## config.mk

```make
export PLATFORM = sky130hd
export DESIGN_NAME = bfhs_sequencer
export DESIGN_NICKNAME = d
export VERILOG_FILES = /design/src/bfhs_pkg.sv /design/src/bfhs_sequencer.sv
export SDC_FILE = /design/constraint.sdc
export NUM_CORES = 1
export LEC_CHECK = 0
export BUFFER_PORTS_ARGS = -buffer_cell sky130_fd_sc_hd__buf_2
export CAP_MARGIN = 40
export CORE_AREA = 2 2 150 298
export DETAILED_ROUTE_END_ITERATION = 10
export DIE_AREA = 0 0 152 300
export GPL_TIMING_DRIVEN = 0
export HOLD_SLACK_MARGIN = 0.08
export PLACE_DENSITY_LB_ADDON = 0.12
export SETUP_SLACK_MARGIN = 0.1
export SLEW_MARGIN = 10
export SYNTH_ARGS = -nofsm -noshare
export SYNTH_HDL_FRONTEND = slang
export SYNTH_SLANG_ARGS = --single-unit
```

## constraint.sdc

```tcl
create_clock -name CORE_CLK -period 81.3 [get_ports CORE_CLK]
set_input_delay 12.195 -clock CORE_CLK [delete_from_list [all_inputs] [get_ports CORE_CLK]]
set_output_delay 12.195 -clock CORE_CLK [all_outputs]
set_load 0.05 [all_outputs]
```

## src/bfhs_pkg.sv

```systemverilog
// bfhs_pkg: constants and state type of the buck fault / hiccup sequencer
// assumes a 25 MHz core clock and a one-clock switching-cycle strobe
package bfhs_pkg;

	// core clock period
	localparam int CLK_PERIOD_NS = 40;
	// high-side current-limit blanking after turn-on (least time, round up)
	localparam int BLANK_NS = 200;
	localparam int BLANK_CYC = (BLANK_NS + CLK_PERIOD_NS - 1) / CLK_PERIOD_NS;
	localparam logic [2:0] BLANK_CNT_MAX = 3'(BLANK_CYC);

	// switching-cycle counts
	localparam int COOL_CYCLES_DEF = 4096;
	localparam int SS_CYCLES = 400;
	localparam logic [8:0] SS_LAST = 9'(SS_CYCLES - 1);
	localparam logic [3:0] SKIP_LAST = 4'hF;

	// duty clamp: D <= 16/5 * vout / vin, capped at full scale
	localparam int CLAMP_MUL = 16;
	localparam int CLAMP_DIV = 5;

	// states, gray along soft -> run -> hiccup
	typedef enum logic [2:0] {
		ST_SOFT = 3'h0,
		ST_RUN = 3'h1,
		ST_HICCUP = 3'h3,
		ST_SHDN = 3'h6,
		ST_THERM = 3'h4
	} bfhs_state_t;

endpackage

```

## src/bfhs_sequencer.sv

```systemverilog
// bfhs_sequencer: fault sequencer of a synchronous buck controller
// assumes comparator flags are synchronous to CORE_CLK and that
// CYCLE_STROBE pulses for one clock once per switching cycle
`timescale 1ns/1ns
`default_nettype none
module bfhs_sequencer
	import bfhs_pkg::*;
#(
	parameter int COOL_CYCLES = COOL_CYCLES_DEF,
	parameter int DW = 8
)
(
	// clock and reset
	input wire logic CORE_CLK,
	input wire logic RESET_N,
	// switching cycle and high-side timing
	input wire logic CYCLE_STROBE,
	input wire logic HS_ON,
	// comparators
	input wire logic HS_OC,
	input wire logic LS_OC,
	input wire logic COMP_HIGH,
	input wire logic SD_LOW,
	input wire logic OT_HOT,
	// duty clamp
	input wire logic [DW-1:0] VOUT_CODE,
	input wire logic [DW-1:0] VIN_CODE,
	input wire logic [DW-1:0] DUTY_REQ,
	output logic [DW-1:0] DUTY_CMD,
	// drives and status
	output logic HS_GATE_EN,
	output logic LS_GATE_EN,
	output logic DISCHARGE_EN,
	output logic SOFT_START_ACTIVE,
	output logic HICCUP_ACTIVE
);

	localparam int CW = $clog2(COOL_CYCLES);
	localparam logic [CW-1:0] COOL_LAST = CW'(COOL_CYCLES - 1);
	localparam int NW = 2 * DW + 8;
	localparam logic [DW-1:0] FULL = {DW{1'b1}};

	bfhs_state_t state_r;
	bfhs_state_t state_nxt;
	logic [CW-1:0] cool_r;
	logic [CW-1:0] cool_nxt;
	logic [8:0] ss_r;
	logic [8:0] ss_nxt;
	logic [3:0] skip_cnt_r;
	logic [3:0] skip_cnt_nxt;
	logic [2:0] blank_r;
	logic [2:0] blank_nxt;
	logic ls_seen_r;
	logic ls_seen_nxt;
	logic skip_r;
	logic skip_nxt;
	logic clamp_r;
	logic clamp_nxt;
	logic hs_en_r;
	logic ls_en_r;
	logic dis_r;
	logic [DW-1:0] duty_r;
	logic [DW-1:0] duty_nxt;

	////////////////////////////////////////////////////////////////////////
	// fault detection

	// blanking counter restarts at every high-side turn-on
	// blanking window
	assign blank_nxt = !HS_ON ? 3'h0 :
		(blank_r == BLANK_CNT_MAX) ? blank_r : blank_r + 3'h1;

	wire blank_done = blank_r == BLANK_CNT_MAX;
	wire hs_trip = HS_ON && HS_OC && blank_done;
	wire driving = (state_r == ST_SOFT) || (state_r == ST_RUN);

	// low-side limit seen anywhere in the cycle skips the next high pulse
	// skip in soft start
	wire ls_any = ls_seen_r || LS_OC;
	assign ls_seen_nxt = CYCLE_STROBE ? 1'b0 : ls_any;
	assign skip_nxt = !driving ? 1'b0 : (CYCLE_STROBE ? ls_any : skip_r);
	assign clamp_nxt = !driving ? 1'b0 : (CYCLE_STROBE ? skip_r : clamp_r);

	// skip counter, cleared on shutdown entry
	assign skip_cnt_nxt = (state_r != ST_RUN || !COMP_HIGH || OT_HOT || SD_LOW) ? 4'h0 :
		!CYCLE_STROBE ? skip_cnt_r :
		skip_r ? skip_cnt_r + 4'h1 : 4'h0;

	wire skip_trip = (state_r == ST_RUN) && CYCLE_STROBE && COMP_HIGH &&
		skip_r && (skip_cnt_r == SKIP_LAST);

	////////////////////////////////////////////////////////////////////////
	// cycle counters

	// cool-down count, cleared on shutdown entry
	assign cool_nxt = (state_r != ST_HICCUP || OT_HOT || SD_LOW) ? '0 :
		CYCLE_STROBE ? cool_r + 1'b1 : cool_r;
	wire cool_done = CYCLE_STROBE && (cool_r == COOL_LAST);

	assign ss_nxt = (state_r != ST_SOFT) ? 9'h0 :
		CYCLE_STROBE ? ss_r + 9'h1 : ss_r;
	wire ss_done = CYCLE_STROBE && (ss_r == SS_LAST);

	////////////////////////////////////////////////////////////////////////
	// state machine

	always_comb
	begin
		state_nxt = state_r;
		if (OT_HOT)
			state_nxt = ST_THERM;
		else if (SD_LOW)
			state_nxt = ST_SHDN;
		else
		begin
			case (state_r)
				ST_SOFT:
				begin
					if (hs_trip)
						state_nxt = ST_HICCUP;
					else if (ss_done)
						state_nxt = ST_RUN;
				end
				ST_RUN:
				begin
					if (hs_trip || skip_trip)
						state_nxt = ST_HICCUP;
				end
				ST_HICCUP:
				begin
					if (cool_done)
						state_nxt = ST_SOFT;
				end
				default:
					state_nxt = ST_SOFT;
			endcase
		end
	end

	wire drive_nxt = (state_nxt == ST_SOFT) || (state_nxt == ST_RUN);
	wire off_nxt = (state_nxt == ST_SHDN) || (state_nxt == ST_THERM);

	////////////////////////////////////////////////////////////////////////
	// duty clamp

	wire [NW-1:0] clamp_num = NW'(VOUT_CODE) * NW'(FULL) * NW'(CLAMP_MUL);
	wire [NW-1:0] clamp_den = NW'(VIN_CODE) * NW'(CLAMP_DIV);
	wire [NW-1:0] clamp_quo = (clamp_den == '0) ? NW'(FULL) : clamp_num / clamp_den;
	wire [DW-1:0] clamp_val = (clamp_quo > NW'(FULL)) ? FULL : clamp_quo[DW-1:0];

	assign duty_nxt = !drive_nxt ? '0 :
		(clamp_nxt && DUTY_REQ > clamp_val) ? clamp_val : DUTY_REQ;

	////////////////////////////////////////////////////////////////////////
	// registers

	always_ff @(posedge CORE_CLK)
	begin
		if (!RESET_N)
		begin
			state_r <= ST_SOFT;
			cool_r <= '0;
			ss_r <= 9'h0;
			skip_cnt_r <= 4'h0;
			blank_r <= 3'h0;
			ls_seen_r <= 1'b0;
			skip_r <= 1'b0;
			clamp_r <= 1'b0;
		end
		else
		begin
			state_r <= state_nxt;
			cool_r <= cool_nxt;
			ss_r <= ss_nxt;
			skip_cnt_r <= skip_cnt_nxt;
			blank_r <= blank_nxt;
			ls_seen_r <= ls_seen_nxt;
			skip_r <= skip_nxt;
			clamp_r <= clamp_nxt;
		end
	end

	always_ff @(posedge CORE_CLK)
	begin
		if (!RESET_N)
		begin
			hs_en_r <= 1'b0;
			ls_en_r <= 1'b0;
			dis_r <= 1'b0;
			duty_r <= '0;
		end
		else
		begin
			hs_en_r <= drive_nxt && !skip_nxt;
			ls_en_r <= drive_nxt;
			dis_r <= off_nxt;
			duty_r <= duty_nxt;
		end
	end

	assign HS_GATE_EN = hs_en_r;
	assign LS_GATE_EN = ls_en_r;
	assign DISCHARGE_EN = dis_r;
	assign DUTY_CMD = duty_r;
	assign SOFT_START_ACTIVE = state_r == ST_SOFT;
	assign HICCUP_ACTIVE = state_r == ST_HICCUP;

	////////////////////////////////////////////////////////////////////////
	// assertions

	wire no_fault = !OT_HOT && !SD_LOW;

	hiccup_gates_a: assert property (@(posedge CORE_CLK) disable iff (!RESET_N)
		state_r == ST_HICCUP |-> !HS_GATE_EN && !LS_GATE_EN)
		else $error("gate drive on during hiccup");

	cool_hold_a: assert property (@(posedge CORE_CLK) disable iff (!RESET_N)
		state_r == ST_HICCUP && no_fault && !cool_done |=> state_r == ST_HICCUP)
		else $error("hiccup left before cool-down end");

	cool_exit_a: assert property (@(posedge CORE_CLK) disable iff (!RESET_N)
		state_r == ST_HICCUP && no_fault && cool_done |=> state_r == ST_SOFT && ss_r == 9'h0)
		else $error("no soft start after cool-down");

	ss_end_a: assert property (@(posedge CORE_CLK) disable iff (!RESET_N)
		state_r == ST_SOFT && no_fault && !hs_trip && ss_done |=> state_r == ST_RUN)
		else $error("soft start did not finish at 400 cycles");

	ss_no_ls_a: assert property (@(posedge CORE_CLK) disable iff (!RESET_N)
		state_r == ST_SOFT && !hs_trip |=> state_r != ST_HICCUP)
		else $error("hiccup from soft start without high-side trip");

	ss_skip_a: assert property (@(posedge CORE_CLK) disable iff (!RESET_N)
		state_r == ST_SOFT && no_fault && CYCLE_STROBE && ls_any && !hs_trip && !ss_done
		|=> !HS_GATE_EN && LS_GATE_EN)
		else $error("low-side limit did not skip in soft start");

	skip_trip_a: assert property (@(posedge CORE_CLK) disable iff (!RESET_N)
		state_r == ST_RUN && no_fault && skip_trip |=> state_r == ST_HICCUP)
		else $error("no hiccup after 16 skips");

	duty_cap_a: assert property (@(posedge CORE_CLK) disable iff (!RESET_N)
		clamp_nxt && drive_nxt |=> DUTY_CMD <= $past(clamp_val))
		else $error("duty above clamp after skip");

	shdn_a: assert property (@(posedge CORE_CLK) disable iff (!RESET_N)
		SD_LOW |=> !HS_GATE_EN && !LS_GATE_EN && DISCHARGE_EN)
		else $error("shutdown did not stop drives");

	therm_a: assert property (@(posedge CORE_CLK) disable iff (!RESET_N)
		OT_HOT |=> state_r == ST_THERM && DISCHARGE_EN && !LS_GATE_EN)
		else $error("thermal shutdown not applied");

	therm_exit_a: assert property (@(posedge CORE_CLK) disable iff (!RESET_N)
		state_r == ST_THERM && no_fault |=> state_r == ST_SOFT ##1 SOFT_START_ACTIVE || !no_fault)
		else $error("no soft start after thermal release");

	skip_clear_a: assert property (@(posedge CORE_CLK) disable iff (!RESET_N)
		!COMP_HIGH |=> skip_cnt_r == 4'h0)
		else $error("skip counter kept with node low");

	blank_a: assert property (@(posedge CORE_CLK) disable iff (!RESET_N)
		$rose(HS_ON) |-> !hs_trip [*5])
		else $error("high-side trip inside blanking");

	hs_trip_a: assert property (@(posedge CORE_CLK) disable iff (!RESET_N)
		driving && no_fault && hs_trip |=> HICCUP_ACTIVE && !HS_GATE_EN)
		else $error("high-side trip did not enter hiccup");

	off_clear_a: assert property (@(posedge CORE_CLK) disable iff (!RESET_N)
		state_r == ST_SHDN || state_r == ST_THERM |-> cool_r == '0 && skip_cnt_r == 4'h0)
		else $error("counters kept in shutdown");

	hiccup_c: cover property (@(posedge CORE_CLK) disable iff (!RESET_N)
		state_r == ST_RUN ##1 state_r == ST_HICCUP);
	restart_c: cover property (@(posedge CORE_CLK) disable iff (!RESET_N)
		state_r == ST_HICCUP ##1 state_r == ST_SOFT);
	skip16_c: cover property (@(posedge CORE_CLK) disable iff (!RESET_N) skip_trip);
	therm_c: cover property (@(posedge CORE_CLK) disable iff (!RESET_N)
		state_r == ST_THERM ##1 state_r == ST_SOFT);

endmodule
`default_nettype wire

```

==> flow_metrics.py <==
metrics = {
    "floorplanning": {
        "die_w_um": 152,
        "initial_utilization_pct": 39.44,
        "die_y_um": 300,
        "die-area_um2": 45600,
        "coreArea_um2": 43380,
        "num_rows": 108,
        "ios": 46,
    },
    "final_layout": {
        "drive_gt1_share_pct": 9.215,
        "syn_to_final_growth_pct": 8.052,
        "final_common_cell": "ha_1",
        "fin_nets": 2740,
        "antenna_cells": 0,
        "final_area_um2": 18490,
        "layout_common_cells": "ha_1 (268), nor2_1 (249), a21oi_1 (162), nand2_1 (159)",
        "fin_cells": 2959,
    },
    "logic_synthesis": {
        "synth_top_family_by_area": "compound AO/OA/AOI/OAI gates",
        "synth_top_area_share_pct": 19.60,
        "yosys.cell_types.count": 118,
        "async_flop_share_pct": 0,
        "synth_cells": 2341,
        "synth-main-ff-cell": "dfxtp_1",
        "netlist_area_um2": 17110,
        "synth_area_leaders": "ha_1 (20%), nor2_1 (5.5%), dfxtp_1 (5.3%)",
        "synth_mux_area_share_pct": 4.110,
        "yosys.area_share.simple_pct": 25.35,
        "synth_compound_area_share_pct": 30.95,
        "synth_top_cell_by_area": "ha_1",
        "ys_seq_elements": 45,
        "yosys_warnings": 0,
        "ys_seq_area_share_pct": 5.265,
        "syn_area_per_cell_um2": 7.308,
        "synthAdderAreaFrac_pct": 23.23,
        "yosys.area_share.xor_xnor_pct": 6.787,
        "synth_edf_count": 0,
    },
    "cts": {
        "htree_levels": 2,
        "clockBufferDepth": 2,
        "root_buffer": "clkbuf_16",
        "cts_inserted_buffers": 5,
        "clock-sinks": 45,
        "cts_tree": "yes",
        "hold_buffers": 0,
        "clk_transition_reported_paths_ns": 0.07,
        "insertion_delay_ns": 0.30,
    },
    "place": {
        "dp_hpwl_um": 48130,
        "gp_congestion": 0.9472,
        "placed_area_um2": 18220,
        "dp_cells": 2947,
        "io_buffers": 44,
    },
    "run_status": {
        "outcome": "completed",
    },
    "setup_path": {
        "cp.required_ns": 81.50,
        "crit_path_frequent_cell": "o21a_1",
        "max_stage_delay_ns": 0.62,
        "crit_path_start_kind": "primary input",
        "path_class": "primary input to flop",
        "cp_data_arrival_time_ns": 76.63,
        "cp_max_fo": 10,
        "cp-end-kind": "flop",
        "crit_slowest_cell": "fa_1",
    },
    "timing": {
        "hold_viol": 0,
        "finalMaxSlewViolations": 0,
        "setup_viol": 0,
        "max_clock_freq_mhz": 13.08,
        "fin_crit_ns": 76.43,
        "period_share_pct": 94.01,
        "timing.hold.ws_ns": 0.4892,
        "slew_headroom_pct": 43.04,
        "fin_skew_ns": 0.01057,
        "rsz0062_at_grt": "false",
        "worst_pin_slew_ns": 0.8329,
        "tns_ns": 0,
    },
    "detailed_routing": {
        "via_per_inst": 6.059,
        "wl_met2_um": 32950,
        "postRouteWirelength_um": 56700,
        "met1Wirelength_um": 19070,
        "top_layer": "met4",
        "wl_met3_um": 850,
        "drt.antenna.violating_nets": 0,
        "route.detailed.drc": 0,
        "drt-initial-drc-count": 743,
        "vias": 17929,
        "wl_per_cell_um": 19.16,
        "drt_pass1_iterations": 5,
    },
    "global_routing": {
        "antenna_found_initial": 0,
        "grt_pass1_vias": 18376,
        "grt_usage_pct": 24.07,
        "grt_pass1_wl_um": 90250,
        "overflow": 0,
        "grt_max_degree": 26,
    },
    "job": {
        "drv_cap": 0,
    },
    "min_path": {
        "hp-class": "flop to flop",
    },
}
==> per-stage QoR <==
step / setup slack, ns / util [%]
global placement: 3.184 / 41.56
CTS: 2.980 / 42.40
global route: 0.1850 / 42.62
finish: 4.870 / 42.62
floorplan: 15.98 / -
detailed placement: 2.969 / 42.01
==> cell families after synthesis <==
| logic type | Yosys count |
|---|---|
| buffers and inverters | 184 |
| AOI/OAI and AO/OA | 757 |
| other | 1 |
| adders and majority gates | 299 |
| xor gates and xnor gates | 130 |
| muxes | 64 |
| DFF | 45 |
| and+or+nand+nor | 861 |
==> worst max-delay path, delay by kind of cell <==
kind,cells,cell delay (ns)
AOI/OAI and AO/OA,137,30.44
adders and majority gates,26,8.77
buffers and inverters,35,8.67
muxes,8,2.90
and+or+nand+nor,64,13.49
==> flip-flops by register name, indices dropped and copies added, names as in the netlist <==
register and count:
DUTY_CMD 8, ls_seen_r 1, DISCHARGE_EN 1, LS_GATE_EN 1
blank_r 3, skip_r 1, HS_GATE_EN 1, state_r 3
ss_r 9, cool_r 12, clamp_r 1, skip_cnt_r 4
==> repair_timing <==
action	in CTS	in global routing
endpoints found under the setup margin	0	8
buffers inserted	0	4
gates resized for setup	0	18
hold endpoints to repair	0	0
==> synth_stat cells, drive strengths merged (27+ instances only) <==
master	count
a211oi	30
a21o	60
a21oi	164
and2	27
clkbuf	32
dfxtp	45
fa	31
ha	268
inv	129
mux2	41
nand2	161
nand2b	37
nand3	54
nand4	45
nor2	251
nor3	130
o211ai	30
o21a	110
o21ai	125
o31ai	47
or3	28
xnor2	78
xor2	52
==> cell type report <==
type / instances / area, um^2
Inverter: 129 / 484.2
Multi-Input combinational cell: 2115 / 15580
Fill cell: 4539 / 24890
Clock buffer: 6 / 128.9
Clock inverter: 2 / 38.79
Buffer: 55 / 254.0
Tap cell: 550 / 688.2
Timing Repair Buffer: 57 / 415.4
Sequential cell: 45 / 900.9
==> path summary, 6_finish.rpt <==
path                 from           to  slack (ns)  depth (start not counted)
max          VOUT_CODE[5]  DUTY_CMD[5]        4.87                        270
min               ss_r[8]      ss_r[8]        0.49                          2
max reg2reg     cool_r[0]  DUTY_CMD[1]       79.02                          7
min reg2reg       ss_r[8]      ss_r[8]        0.49                          2
==> metal layers <==
metal	vias up	GRT usage (%)
met3	175	0.7639
met2	363	52.26
met1	8455	20.94
li1	8936	-
met5	-	0
met4	0	14.49
Power is left out: the tool's default activity adds up to more than one toggle a clock period on the data nets, which glitch-free logic cannot reach.
